[src/logic/bsafe_pkg.sv]
`default_nettype none
package bsafe_pkg;
   // widths
   localparam int ADDR_W   = 32;
   localparam int DATA_W   = 32;
   localparam int AXI_AW   = 8;
   localparam int FP_CLS_W = 6;
   localparam int IRQ_W    = 2;
   localparam int A20_BIT  = 20;

   // register byte offsets
   localparam logic [AXI_AW-1:0] REG_FP_MASK  = 8'h00;
   localparam logic [AXI_AW-1:0] REG_STATUS   = 8'h04;
   localparam logic [AXI_AW-1:0] REG_IRQ_STAT = 8'h08;
   localparam logic [AXI_AW-1:0] REG_IRQ_MASK = 8'h0C;

   // reset values
   localparam logic [FP_CLS_W-1:0] FP_MASK_RST  = 6'h3F;
   localparam logic [IRQ_W-1:0]    IRQ_MASK_RST = 2'h0;
   localparam logic                A20_SYNC_RST = 1'b1;

   // interrupt status bits
   localparam int IRQ_FP_BIT    = 0;
   localparam int IRQ_SPLIT_BIT = 1;

   // status register bits
   localparam int ST_A20_BIT    = 0;
   localparam int ST_FAULT_BIT  = 1;
   localparam int ST_BUSY_BIT   = 2;
   localparam int ST_WIDTH_LSB  = 3;
   localparam int ST_IGNORE_BIT = 5;

   // transfer sizes in bytes
   localparam logic [2:0] BYTES_8    = 3'h1;
   localparam logic [2:0] BYTES_16   = 3'h2;
   localparam logic [2:0] WORD_BYTES = 3'h4;

   // axi responses
   localparam logic [1:0] AXI_OKAY   = 2'h0;
   localparam logic [1:0] AXI_SLVERR = 2'h2;

   typedef enum logic [1:0] {ST_IDLE, ST_ADDR, ST_DATA} bsafe_state_type;
endpackage
`default_nettype wire

[src/logic/bsafe_core.sv]
`timescale 1ns/1ps
`default_nettype none
// Operation
// - a 16- or 8-bit target gets the word as several successive bus cycles.
// - both width inputs are sampled on every clock edge.
// - width is taken from inputs sampled the clock before ready; target holds them.
// - width inputs are active low; undriven high means full 32-bit width.
// - while mask input is low, address bit 20 is forced low for lookup and bus.
// - the address mask input is asynchronous and synchronised internally.
// - an unmasked floating-point error drives the fault output low.
// - a masked floating-point error class never drives the fault output.
// - the fault output stays driven while the bus is held by another master.
// - the fault output still asserts while the ignore-error input is low.
module bsafe_core (
   input  wire logic                             aclk,
   input  wire logic                             aresetn,
   // axi4-lite slave
   input  wire logic [bsafe_pkg::AXI_AW-1:0]     s_axi_awaddr,
   input  wire logic                             s_axi_awvalid,
   output logic                                  s_axi_awready,
   input  wire logic [bsafe_pkg::DATA_W-1:0]     s_axi_wdata,
   input  wire logic [3:0]                       s_axi_wstrb,
   input  wire logic                             s_axi_wvalid,
   output logic                                  s_axi_wready,
   output logic [1:0]                            s_axi_bresp,
   output logic                                  s_axi_bvalid,
   input  wire logic                             s_axi_bready,
   input  wire logic [bsafe_pkg::AXI_AW-1:0]     s_axi_araddr,
   input  wire logic                             s_axi_arvalid,
   output logic                                  s_axi_arready,
   output logic [bsafe_pkg::DATA_W-1:0]          s_axi_rdata,
   output logic [1:0]                            s_axi_rresp,
   output logic                                  s_axi_rvalid,
   input  wire logic                             s_axi_rready,
   output logic                                  irq,
   // core request side
   input  wire logic                             req_valid,
   output logic                                  req_ready,
   input  wire logic [bsafe_pkg::ADDR_W-1:0]     req_addr,
   input  wire logic                             req_write,
   input  wire logic [bsafe_pkg::DATA_W-1:0]     req_wdata,
   output logic                                  resp_valid,
   output logic [bsafe_pkg::DATA_W-1:0]          resp_rdata,
   output logic                                  lookup_valid,
   output logic [bsafe_pkg::ADDR_W-1:0]          lookup_addr,
   // external bus
   output logic                                  bus_start_n,
   output logic [bsafe_pkg::ADDR_W-1:0]          bus_addr,
   output logic [3:0]                            bus_byte_en_n,
   output logic                                  bus_write,
   output logic [bsafe_pkg::DATA_W-1:0]          bus_wdata,
   input  wire logic [bsafe_pkg::DATA_W-1:0]     bus_rdata,
   input  wire logic                             burst_cycle_done_n,
   input  wire logic                             width16_req_n,
   input  wire logic                             width8_req_n,
   input  wire logic                             addr_bit20_force_low_n,
   input  wire logic                             bus_hold,
   // numeric error side
   input  wire logic                             fp_error_valid,
   input  wire logic [bsafe_pkg::FP_CLS_W-1:0]   fp_error_class,
   input  wire logic                             fp_error_clear,
   input  wire logic                             fp_fault_ignore_n,
   output logic                                  fp_fault_out_n
);
   import bsafe_pkg::*;

   bsafe_state_type           state_reg;
   logic [1:0]                width_pins_reg;
   logic                      a20_meta_reg;
   logic                      a20_sync_reg;
   logic [ADDR_W-1:0]         raw_addr_reg;
   logic [2:0]                offset_reg;
   logic [1:0]                width_code_reg;
   logic                      split_seen_reg;
   logic [FP_CLS_W-1:0]       fp_mask_reg;
   logic [IRQ_W-1:0]          irq_stat_reg;
   logic [IRQ_W-1:0]          irq_mask_reg;
   logic [AXI_AW-1:0]         aw_addr_reg;
   logic [DATA_W-1:0]         w_data_reg;
   logic [3:0]                w_strb_reg;
   logic                      aw_full_reg;
   logic                      w_full_reg;
   logic [2:0]                xfer_bytes;
   logic [2:0]                next_offset;
   logic                      bus_ready;
   logic                      fp_unmasked;
   logic                      fault_set_next;
   logic                      wr_fire;
   logic [IRQ_W-1:0]          irq_events;
   logic [IRQ_W-1:0]          irq_stat_next;
   logic [DATA_W-1:0]         status_word;

   // address with bit 20 forced low while the synchronised mask is active
   function automatic logic [ADDR_W-1:0] mask_a20(input logic [ADDR_W-1:0] a, input logic force_n);
      logic [ADDR_W-1:0] m;
      m = a;
      if (!force_n) begin
         m[A20_BIT] = 1'b0;
      end
      return m;
   endfunction

   // width pins sampled every edge, no matter what the bus is doing
   always_ff @(posedge aclk) begin
      if (!aresetn) begin
         width_pins_reg <= 2'h3;
      end else begin
         width_pins_reg <= {width16_req_n, width8_req_n};
      end
   end

   // two-flop synchroniser for the asynchronous mask pin
   always_ff @(posedge aclk) begin
      if (!aresetn) begin
         a20_meta_reg <= A20_SYNC_RST;
         a20_sync_reg <= A20_SYNC_RST;
      end else begin
         a20_meta_reg <= addr_bit20_force_low_n;
         a20_sync_reg <= a20_meta_reg;
      end
   end

   // size of the current cycle from the pins of the clock before ready
   always_comb begin
      if (!width_pins_reg[0]) begin
         xfer_bytes = BYTES_8;    // narrower wins, active low
      end else if (!width_pins_reg[1]) begin
         xfer_bytes = BYTES_16;
      end else begin
         xfer_bytes = WORD_BYTES; // pulled-up pins mean full width
      end
   end

   assign next_offset = offset_reg + xfer_bytes;
   assign bus_ready   = (state_reg == ST_DATA) && !burst_cycle_done_n;

   // bus sequencer: one request becomes one to four bus cycles
   always_ff @(posedge aclk) begin
      if (!aresetn) begin
         state_reg      <= ST_IDLE;
         req_ready      <= 1'b1;
         resp_valid     <= 1'b0;
         resp_rdata     <= 32'h0000_0000;
         lookup_valid   <= 1'b0;
         lookup_addr    <= 32'h0000_0000;
         bus_start_n    <= 1'b1;
         bus_addr       <= 32'h0000_0000;
         bus_byte_en_n  <= 4'hF;
         bus_write      <= 1'b0;
         bus_wdata      <= 32'h0000_0000;
         raw_addr_reg   <= 32'h0000_0000;
         offset_reg     <= 3'h0;
         width_code_reg <= 2'h3;
         split_seen_reg <= 1'b0;
      end else begin
         resp_valid   <= 1'b0;
         lookup_valid <= 1'b0;
         unique case (state_reg)
            ST_IDLE: begin
               if (req_valid && req_ready) begin
                  req_ready      <= 1'b0;
                  raw_addr_reg   <= req_addr;
                  lookup_addr    <= mask_a20(req_addr, a20_sync_reg);
                  lookup_valid   <= 1'b1;
                  bus_addr       <= mask_a20({req_addr[ADDR_W-1:2], 2'h0}, a20_sync_reg);
                  bus_byte_en_n  <= 4'h0;
                  bus_write      <= req_write;
                  bus_wdata      <= req_wdata;
                  bus_start_n    <= 1'b0;
                  offset_reg     <= 3'h0;
                  split_seen_reg <= 1'b0;
                  state_reg      <= ST_ADDR;
               end
            end
            ST_ADDR: begin
               bus_start_n <= 1'b1;
               state_reg   <= ST_DATA;
            end
            ST_DATA: begin
               if (bus_ready) begin
                  width_code_reg <= width_pins_reg;
                  for (int i = 0; i < 4; i++) begin
                     if (i >= offset_reg && i < next_offset) begin
                        resp_rdata[8*i +: 8] <= bus_rdata[8*i +: 8];
                     end
                  end
                  if (next_offset >= WORD_BYTES) begin
                     resp_valid    <= 1'b1;
                     req_ready     <= 1'b1;
                     bus_byte_en_n <= 4'hF;
                     state_reg     <= ST_IDLE;
                  end else begin
                     // narrow target: run another cycle for the bytes left
                     split_seen_reg <= 1'b1;
                     offset_reg     <= next_offset;
                     bus_byte_en_n  <= ~(4'hF << next_offset[1:0]);
                     bus_addr       <= mask_a20({raw_addr_reg[ADDR_W-1:2], next_offset[1:0]},
                                                a20_sync_reg);
                     bus_start_n    <= 1'b0;
                     state_reg      <= ST_ADDR;
                  end
               end
            end
         endcase
      end
   end

   // numeric fault output; set wins over clear, bus hold has no say
   assign fp_unmasked    = fp_error_valid && ((fp_error_class & ~fp_mask_reg) != '0);
   assign fault_set_next = fp_unmasked; // ignore input not consulted
   always_ff @(posedge aclk) begin
      if (!aresetn) begin
         fp_fault_out_n <= 1'b1;
      end else if (fault_set_next) begin
         fp_fault_out_n <= 1'b0;
      end else if (fp_error_clear) begin
         fp_fault_out_n <= 1'b1;
      end
   end

   // interrupt status: sticky, write one to clear, event beats clear
   assign irq_events[IRQ_FP_BIT]    = fault_set_next;
   assign irq_events[IRQ_SPLIT_BIT] = bus_ready && (next_offset >= WORD_BYTES) &&
                                      (split_seen_reg || xfer_bytes != WORD_BYTES);
   assign wr_fire = aw_full_reg && w_full_reg && !s_axi_bvalid;
   always_comb begin
      irq_stat_next = irq_stat_reg;
      if (wr_fire && aw_addr_reg == REG_IRQ_STAT && w_strb_reg[0]) begin
         irq_stat_next = irq_stat_reg & ~w_data_reg[IRQ_W-1:0];
      end
      irq_stat_next = irq_stat_next | irq_events;
   end

   // software registers
   always_ff @(posedge aclk) begin
      if (!aresetn) begin
         fp_mask_reg  <= FP_MASK_RST;
         irq_mask_reg <= IRQ_MASK_RST;
         irq_stat_reg <= '0;
         irq          <= 1'b0;
      end else begin
         irq_stat_reg <= irq_stat_next;
         irq          <= |(irq_stat_reg & irq_mask_reg);
         if (wr_fire && w_strb_reg[0]) begin
            if (aw_addr_reg == REG_FP_MASK) begin
               fp_mask_reg <= w_data_reg[FP_CLS_W-1:0];
            end
            if (aw_addr_reg == REG_IRQ_MASK) begin
               irq_mask_reg <= w_data_reg[IRQ_W-1:0];
            end
         end
      end
   end

   // axi write path: address and data taken in either order
   always_ff @(posedge aclk) begin
      if (!aresetn) begin
         s_axi_awready <= 1'b1;
         s_axi_wready  <= 1'b1;
         s_axi_bvalid  <= 1'b0;
         s_axi_bresp   <= AXI_OKAY;
         aw_full_reg   <= 1'b0;
         w_full_reg    <= 1'b0;
         aw_addr_reg   <= '0;
         w_data_reg    <= 32'h0000_0000;
         w_strb_reg    <= 4'h0;
      end else begin
         if (s_axi_awvalid && s_axi_awready) begin
            aw_addr_reg   <= s_axi_awaddr;
            aw_full_reg   <= 1'b1;
            s_axi_awready <= 1'b0;
         end
         if (s_axi_wvalid && s_axi_wready) begin
            w_data_reg   <= s_axi_wdata;
            w_strb_reg   <= s_axi_wstrb;
            w_full_reg   <= 1'b1;
            s_axi_wready <= 1'b0;
         end
         if (wr_fire) begin
            s_axi_bvalid <= 1'b1;
            s_axi_bresp  <= (aw_addr_reg == REG_FP_MASK || aw_addr_reg == REG_STATUS ||
                             aw_addr_reg == REG_IRQ_STAT || aw_addr_reg == REG_IRQ_MASK)
                            ? AXI_OKAY : AXI_SLVERR;
         end
         if (s_axi_bvalid && s_axi_bready) begin
            s_axi_bvalid  <= 1'b0;
            aw_full_reg   <= 1'b0;
            w_full_reg    <= 1'b0;
            s_axi_awready <= 1'b1;
            s_axi_wready  <= 1'b1;
         end
      end
   end

   // live state seen by software
   always_comb begin
      status_word                            = 32'h0000_0000;
      status_word[ST_A20_BIT]                = !a20_sync_reg;
      status_word[ST_FAULT_BIT]              = !fp_fault_out_n;
      status_word[ST_BUSY_BIT]               = (state_reg != ST_IDLE);
      status_word[ST_WIDTH_LSB +: 2]         = width_code_reg;
      status_word[ST_IGNORE_BIT]             = !fp_fault_ignore_n;
   end

   // axi read path: data one cycle after the address is taken
   always_ff @(posedge aclk) begin
      if (!aresetn) begin
         s_axi_arready <= 1'b1;
         s_axi_rvalid  <= 1'b0;
         s_axi_rdata   <= 32'h0000_0000;
         s_axi_rresp   <= AXI_OKAY;
      end else if (s_axi_arvalid && s_axi_arready) begin
         s_axi_arready <= 1'b0;
         s_axi_rvalid  <= 1'b1;
         s_axi_rresp   <= AXI_OKAY;
         unique case (s_axi_araddr)
            REG_FP_MASK:  s_axi_rdata <= {{(DATA_W-FP_CLS_W){1'b0}}, fp_mask_reg};
            REG_STATUS:   s_axi_rdata <= status_word;
            REG_IRQ_STAT: s_axi_rdata <= {{(DATA_W-IRQ_W){1'b0}}, irq_stat_reg};
            REG_IRQ_MASK: s_axi_rdata <= {{(DATA_W-IRQ_W){1'b0}}, irq_mask_reg};
            default: begin
               s_axi_rdata <= 32'h0000_0000;
               s_axi_rresp <= AXI_SLVERR;
            end
         endcase
      end else if (s_axi_rvalid && s_axi_rready) begin
         s_axi_rvalid  <= 1'b0;
         s_axi_arready <= 1'b1;
      end
   end

   // checks kept beside the logic
   a_width_every_clk: assert property (@(posedge aclk) disable iff (!aresetn)
      $past(aresetn) |-> width_pins_reg == $past({width16_req_n, width8_req_n}))
      else $error("width pins not sampled on this edge");

   a_full_width_one: assert property (@(posedge aclk) disable iff (!aresetn)
      bus_ready && offset_reg == 3'h0 && width_pins_reg == 2'h3 |=> resp_valid && state_reg == ST_IDLE)
      else $error("full width cycle did not finish the request");

   a_half_width_split: assert property (@(posedge aclk) disable iff (!aresetn)
      bus_ready && offset_reg == 3'h0 && width_pins_reg == 2'h1
      |=> (!resp_valid && !bus_start_n && offset_reg == 3'h2 && bus_byte_en_n == 4'h3)
      ##2 state_reg == ST_DATA)
      else $error("16-bit target not split into two cycles");

   a_byte_priority: assert property (@(posedge aclk) disable iff (!aresetn)
      bus_ready && offset_reg == 3'h0 && width_pins_reg == 2'h0 |=> offset_reg == 3'h1 && !bus_start_n)
      else $error("both width pins low not taken as 8-bit");

   a_addr_bit_low: assert property (@(posedge aclk) disable iff (!aresetn)
      $fell(bus_start_n) && !$past(a20_sync_reg) |-> !bus_addr[A20_BIT])
      else $error("bus address bit 20 not forced low");

   a_lookup_bit_low: assert property (@(posedge aclk) disable iff (!aresetn)
      lookup_valid && !$past(a20_sync_reg) |-> !lookup_addr[A20_BIT])
      else $error("lookup address bit 20 not forced low");

   a_mask_sync_two: assert property (@(posedge aclk) disable iff (!aresetn)
      $past(aresetn) && $past(aresetn, 2) |-> a20_sync_reg == $past(addr_bit20_force_low_n, 2))
      else $error("mask input not seen two clocks later");

   a_fault_raise: assert property (@(posedge aclk) disable iff (!aresetn)
      fp_unmasked |=> !fp_fault_out_n ##1 (!fp_fault_out_n || $past(fp_error_clear)))
      else $error("unmasked error did not assert fault output");

   a_fault_masked: assert property (@(posedge aclk) disable iff (!aresetn)
      fp_fault_out_n && fp_error_valid && ((fp_error_class & ~fp_mask_reg) == '0) |=> fp_fault_out_n)
      else $error("masked error asserted fault output");

   a_fault_in_hold: assert property (@(posedge aclk) disable iff (!aresetn)
      !fp_fault_out_n && bus_hold && !fp_error_clear |=> !fp_fault_out_n)
      else $error("fault output dropped during bus hold");

   a_fault_ignored: assert property (@(posedge aclk) disable iff (!aresetn)
      fp_unmasked && !fp_fault_ignore_n |=> !fp_fault_out_n && irq_stat_reg[IRQ_FP_BIT])
      else $error("ignore input suppressed fault output");

   a_irq_level: assert property (@(posedge aclk) disable iff (!aresetn)
      $past(aresetn) |-> irq == $past(|(irq_stat_reg & irq_mask_reg)))
      else $error("interrupt output does not follow masked status");
endmodule
`default_nettype wire

[config.mk]
export PLATFORM = sky130hd
export DESIGN_NAME = bsafe_core
export DESIGN_NICKNAME = d
export VERILOG_FILES = /design/src/logic/bsafe_pkg.sv /design/src/logic/bsafe_core.sv
export SDC_FILE = /design/constraint.sdc
export NUM_CORES = 1
export LEC_CHECK = 0
export BUFFER_PORTS_ARGS = -buffer_cell sky130_fd_sc_hd__buf_4
export CAP_MARGIN = 20
export CELL_PAD_IN_SITES_DETAIL_PLACEMENT = 0
export CELL_PAD_IN_SITES_GLOBAL_PLACEMENT = 1
export CORE_MARGIN = 4
export CORE_UTILIZATION = 36
export DETAILED_ROUTE_END_ITERATION = 8
export PLACE_DENSITY = 0.95
export SLEW_MARGIN = 20
export SYNTH_ARGS = -nofsm -noshare
export SYNTH_HDL_FRONTEND = slang
export SYNTH_SLANG_ARGS = --single-unit
[constraint.sdc]
create_clock -name aclk -period 4.33 [get_ports aclk]
set_clock_uncertainty 0.1 [all_clocks]
set_input_delay 1.299 -clock aclk [delete_from_list [all_inputs] [get_ports aclk]]
set_output_delay 1.299 -clock aclk [all_outputs]
set_load 0.02 [all_outputs]
## Yosys cells after proc, flatten, opt, wreduce, memory -nomap -nowiden

Cells that the tools add are included.
W data, S select, Z words.

- Bits in registers: 251
- Output and inout bits: 180
- Word-level logic and storage cells: 167

- Add/sub/neg operators: 1
- Order comparisons: 9
- Equality and inequality tests: 13
- Shift operators: 1
- Multiplexer cells: 42
- Bitwise logic cells: 8
- Reduce and logical (&&, ||, !) cells: 54

Operator list:

| operator | number |
|---|---|
| $mux W32 | 3 |
| $pmux W32 S2 | 1 |
| $eq A8 B4 Y1 const B | 4 |
| $pmux W6 S4 | 1 |
| $reduce_and A3 Y1 | 7 |
| $logic_and A1 B1 Y1 | 19 |
| $mux W1 | 18 |
| $eq A8 B3 Y1 const B | 2 |
| $logic_not A8 Y1 | 2 |
| $mux W3 | 5 |
| $mux W4 | 3 |
| $reduce_and A2 Y1 | 6 |
| $mux W2 | 5 |
| $pmux W4 S2 | 1 |
| $reduce_and A4 Y1 | 2 |
| $reduce_bool A2 Y1 | 4 |
| $and A6 B6 Y6 | 1 |
| $ge A1 B3 Y1 const A | 2 |
| $ge A2 B3 Y1 const A | 2 |
| $lt A1 B3 Y1 const A | 2 |
| $lt A2 B3 Y1 const A | 2 |
| $ne A2 B2 Y1 const B | 3 |
| $not A6 Y6 | 1 |
| $pmux W2 S3 | 1 |
| other kinds (21) | 31 |

## Depth between registers and ports, before layout

- Depth in word-level cells: 8
- Depth in mapped cells: 8
- Gate-level depth less buffers: 7

## Least setup slack after synthesis

No wires, ideal clock.

- Kind: in2reg
- Start point: in s_axi_araddr[5] in the netlist's numbering
- End point: reg s_axi_rdata[2] in the netlist's numbering
- Library setup time: 0.070 ns
- Arrival: 2.683 ns
- Required time: 4.160 ns
- Setup slack: 1.477 ns
- Stages on the path: 4
- Path through: or4_1 > or4_1 > a211o_1 > a21oi_1

- Cells in the longest elaborated chain, start to end: 2
- Elaborated cells on any way between the ends: 5
- Classes of those cells: eq/ne: 3; mux: 1; reduce/logical: 1

RTL lines:

| item | line | source |
|---|---|---|
| from (decl) | bsafe_core.sv:28 | `input wire logic [bsafe_pkg::AXI_AW-1:0] s_axi_araddr,` |
| $eq A8 B4 Y1 (tied with other cells) | bsafe_core.sv:316 | `unique case (s_axi_araddr)` |
| $pmux W6 S4 * | bsafe_core.sv:316 |  |
| to (signal assigned) | bsafe_core.sv:317 | `REG_FP_MASK: s_axi_rdata <= {{(DATA_W-FP_CLS_W){1'b0}}, fp_mask_reg};` |
| to (signal assigned) | bsafe_core.sv:318 | `REG_STATUS: s_axi_rdata <= status_word;` |
| to (signal assigned) | bsafe_core.sv:319 | `REG_IRQ_STAT: s_axi_rdata <= {{(DATA_W-IRQ_W){1'b0}}, irq_stat_reg};` |
| to (decl) | bsafe_core.sv:31 | `output logic [bsafe_pkg::DATA_W-1:0] s_axi_rdata,` |

Every way passes the cells marked *; elsewhere a longest branch is shown, timed or not.
A chain may end at the register's enable or synchronous reset.

## Final worst setup path

- Start point: reg width_pins_reg[0]
- End point: reg resp_rdata[4] in the netlist's numbering

- Cells in the longest elaborated chain, start to end: 5

RTL lines:

| item | line | source |
|---|---|---|
| from (decl) | bsafe_core.sv:68 | `logic [1:0] width_pins_reg;` |
| from (signal assigned) | bsafe_core.sv:108 | `width_pins_reg <= {width16_req_n, width8_req_n};` |
| $mux W3 | bsafe_core.sv:125 | `if (!width_pins_reg[0]) begin` |
| $add A3 B3 Y3 | bsafe_core.sv:134 | `assign next_offset = offset_reg + xfer_bytes;` |
| $lt A1 B3 Y1 | bsafe_core.sv:183 | `if (i >= offset_reg && i < next_offset) begin` |
| $logic_and A1 B1 Y1 | bsafe_core.sv:183 |  |
| $reduce_and A3 Y1 (no line) | - |  |
| to (signal, indexed assignment) | bsafe_core.sv:184 | `resp_rdata[8*i +: 8] <= bus_rdata[8*i +: 8];` |
| to (decl) | bsafe_core.sv:43 | `output logic [bsafe_pkg::DATA_W-1:0] resp_rdata,` |

No other way between the ends.

==> metrics.cfg <==
[power]
ir_worst_vdd_mv=0.221
switching_share=0.295
pwr-share-clk=0.380
p_seq_frac=0.451
powerDensity_nw_per_um2=413
p_total_uw=4290
p_int_uw=3030
pwr-share-comb=0.169
p_leak_uw=0.00460
p_sw_uw=1260

[outcome]
status=complete, no violations

[floorplanning]
die_w_um=154
core_area_um2=21000
rows=53
io_pins=351
start_util=0.366
die_h_um=154
dieArea_um2=23800

[timing]
setup_viol=0
maxSlewHeadroom=0.339
fin_crit_ns=3.12
hold_viol_final=0
finalCritPeriodShare=0.720
rsz0062_at_grt=no
worst_slew_pin_slew_ns=0.992
final.setup.tns_ns=0
clock.fmax_mhz=321
slew_viol_final=0

[cells_and_area]
multi_input_area_um2=3300
nNetsFinal=1269
syn_to_final_growth_pct=35.0
layout-drive-gt1-share=0.342
seqCellArea_um2=3800
fin_cells=1384
fin_util=0.494
insertedDiodeCount=0
num-fill-cells=2014

[global_route]
grt_pass1_vias=6675
grt_use_total=0.177
grt_most_used_layer=met2
overflow=0
grt_max_degree=97
grt_pass1_wl_mm=34.4
grt_antenna_before_repair=0
use_met2=0.309
grt_use_met3=0.0481
met1_usage=0.212

[synthesis]
synth_ff_type=dfxtp_1
synth_edf_count=0
syn_inst=864
synthArstFlopShare=0
synth_warnings=0
synth_area_um2=7700
yosysSeqAreaShare=0.494
syn_area_per_cell_um2=8.91
synth.distinct_cells=55
ys_ff_latch=190

[routing]
wl_per_cell_um=16.0
ant_nets=0
first_iter_violations=293
via_per_inst=4.88
drc=0
postRouteWirelength_mm=22.1
vias=6747
first_pass_iters=5

[clock_network]
htreeDepth=4
cts_root_buffer=clkbuf_16
postCtsHoldBufs=0
clock_sinks=190
numCtsBuffers=17
post_cts_buffers=0
tritoncts=done
cts_buffer_depth=2
clock_latency_ns=0.42
clk_pin_slew_ns=0.07
cts_resized=0

[place]
hpwl_mm=15.7
portBuffers=292
dp.cells=1352
place.gp.congestion=0.801

[worst_setup_path]
crit_fanout=11
crit_arrival_ns=3.37
endpoint_kind=flip-flop
startpoint_type=flip-flop
critPathKind=flip-flop to flip-flop
required_ns=4.59

[min_path]
hold_class=flip-flop to flip-flop

[run]
cap_violations=0

critical path, stage by stage (launching register included):
cell,delay [ns]
dfxtp_1,0.41
inv_1,0.10
ha_1,0.20
fa_1,0.47
xnor3_1,0.59
a2111oi_4,0.91
mux2i_1,0.26
metrics by stage:
step           setup WS (ns)  instance area, um2  hold WS (ns)
3_5_place_dp            1.14                9770         0.312
6_report                1.21               10400         0.324
3_3_place_gp            1.16                9770         0.312
2_1_floorplan           1.48                7800         0.286
5_1_grt                0.981               10400         0.334
4_1_cts                 1.12               10400         0.328
final cells by class:
type / instances / share of cell area
Clock buffer: 18 / 0.0422
Clock inverter: 14 / 0.0183
Inverter: 14 / 0.00530
Multi-Input combinational cell: 572 / 0.318
Sequential cell: 190 / 0.366
Tap cell: 275 / 0.0331
Timing Repair Buffer: 301 / 0.217
kinds of logic (layout without fill, tap and decap cells):
family | after synthesis | in the layout | share of synthesized area
AO/OA/AOI/OAI | 201 | 201 | 0.177
buffers and inverters | 129 | 347 | 0.0936
other | 1 | 28 | 0.000487
adder cells (fa/ha/maj) | 2 | 2 | 0.00423
XOR/XNOR | 2 | 2 | 0.00585
multiplexers | 39 | 39 | 0.0541
AND/OR/NAND/NOR | 300 | 300 | 0.170
flip-flops | 190 | 190 | 0.494
Yosys cell counts (2+ instances only):
cell / n / area, um2
mux2i_1: 36 / 360
mux4_2: 2 / 45.0
buf_2: 6 / 30.0
dfxtp_1: 190 / 3800
or2_2: 3 / 18.8
a2bb2oi_1: 3 / 26.3
nor4b_4: 2 / 47.6
nand2b_1: 6 / 37.5
buf_4: 61 / 458
nand2_1: 198 / 743
and2_1: 3 / 18.8
o21ai_0: 17 / 85.1
buf_1: 7 / 26.3
o221a_2: 28 / 315
o21a_1: 29 / 218
nor2_1: 37 / 139
o311ai_2: 2 / 32.5
a21oi_1: 102 / 510
xnor3_1: 2 / 45.0
nor2b_1: 5 / 31.3
o22ai_1: 4 / 25.0
nand3_1: 33 / 165
inv_1: 14 / 52.6
or4_1: 3 / 22.5
clkbuf_1: 41 / 154
final timing paths:
| check | slack [ns] | to | cells after the start | from |
|---|---|---|---|---|
| min | 0.32 | a20_sync_reg | 1 | a20_meta_reg |
| max | 1.21 | resp_rdata[4] | 6 | width_pins_reg[0] |
| min reg2reg | 0.32 | a20_sync_reg | 1 | a20_meta_reg |
| max reg2reg | 1.21 | resp_rdata[4] | 6 | width_pins_reg[0] |
cells in the final DEF, fill, tap and decap left out, types with 2 or more instances in the layout:
| cell type | Yosys | final |
|---|---|---|
| conb_1 | 1 | 28 |
| nor2b_1 | 5 | 5 |
| xnor3_1 | 2 | 2 |
| o21a_1 | 29 | 29 |
| nor4b_4 | 2 | 2 |
| dfxtp_1 | 190 | 190 |
| or4_1 | 3 | 3 |
| nand2b_1 | 6 | 6 |
| a21oi_1 | 102 | 102 |
| o221a_2 | 28 | 28 |
| o311ai_2 | 2 | 2 |
| mux2i_1 | 36 | 36 |
| inv_1 | 14 | 13 |
| a2bb2oi_1 | 3 | 3 |
| o21ai_0 | 17 | 17 |
| and2_1 | 3 | 3 |
| nand2_1 | 198 | 198 |
| mux4_2 | 2 | 2 |
| buf_4 | 61 | 301 |
| or2_2 | 3 | 3 |
| nor2_1 | 37 | 37 |
| clkbuf_16 | 0 | 17 |
| nand3_1 | 33 | 32 |
| inv_6 | 0 | 4 |
| clkinv_8 | 0 | 5 |
| o22ai_1 | 4 | 4 |
power groups by stage:
stage               Clock, uW  Combinational [uW]  Sequential (uW)
finish                   1630                 725             1930
global route             1760                 784             1950
CTS                      1680                 734             1930
detailed placement          0                 733             1970
global placement            0                 723             1970
floorplan                   0                 369             2040
layer usage:
metal	part of all wire	wire [um]	up-vias
met2	0.50	11000	240
met5	0	0	-
met1	0.41	9070	3156
met3	0.075	1650	23
met4	0.017	366	0
li1	-	-	3328
No activity file was read; power rests on OpenSTA's default activity.
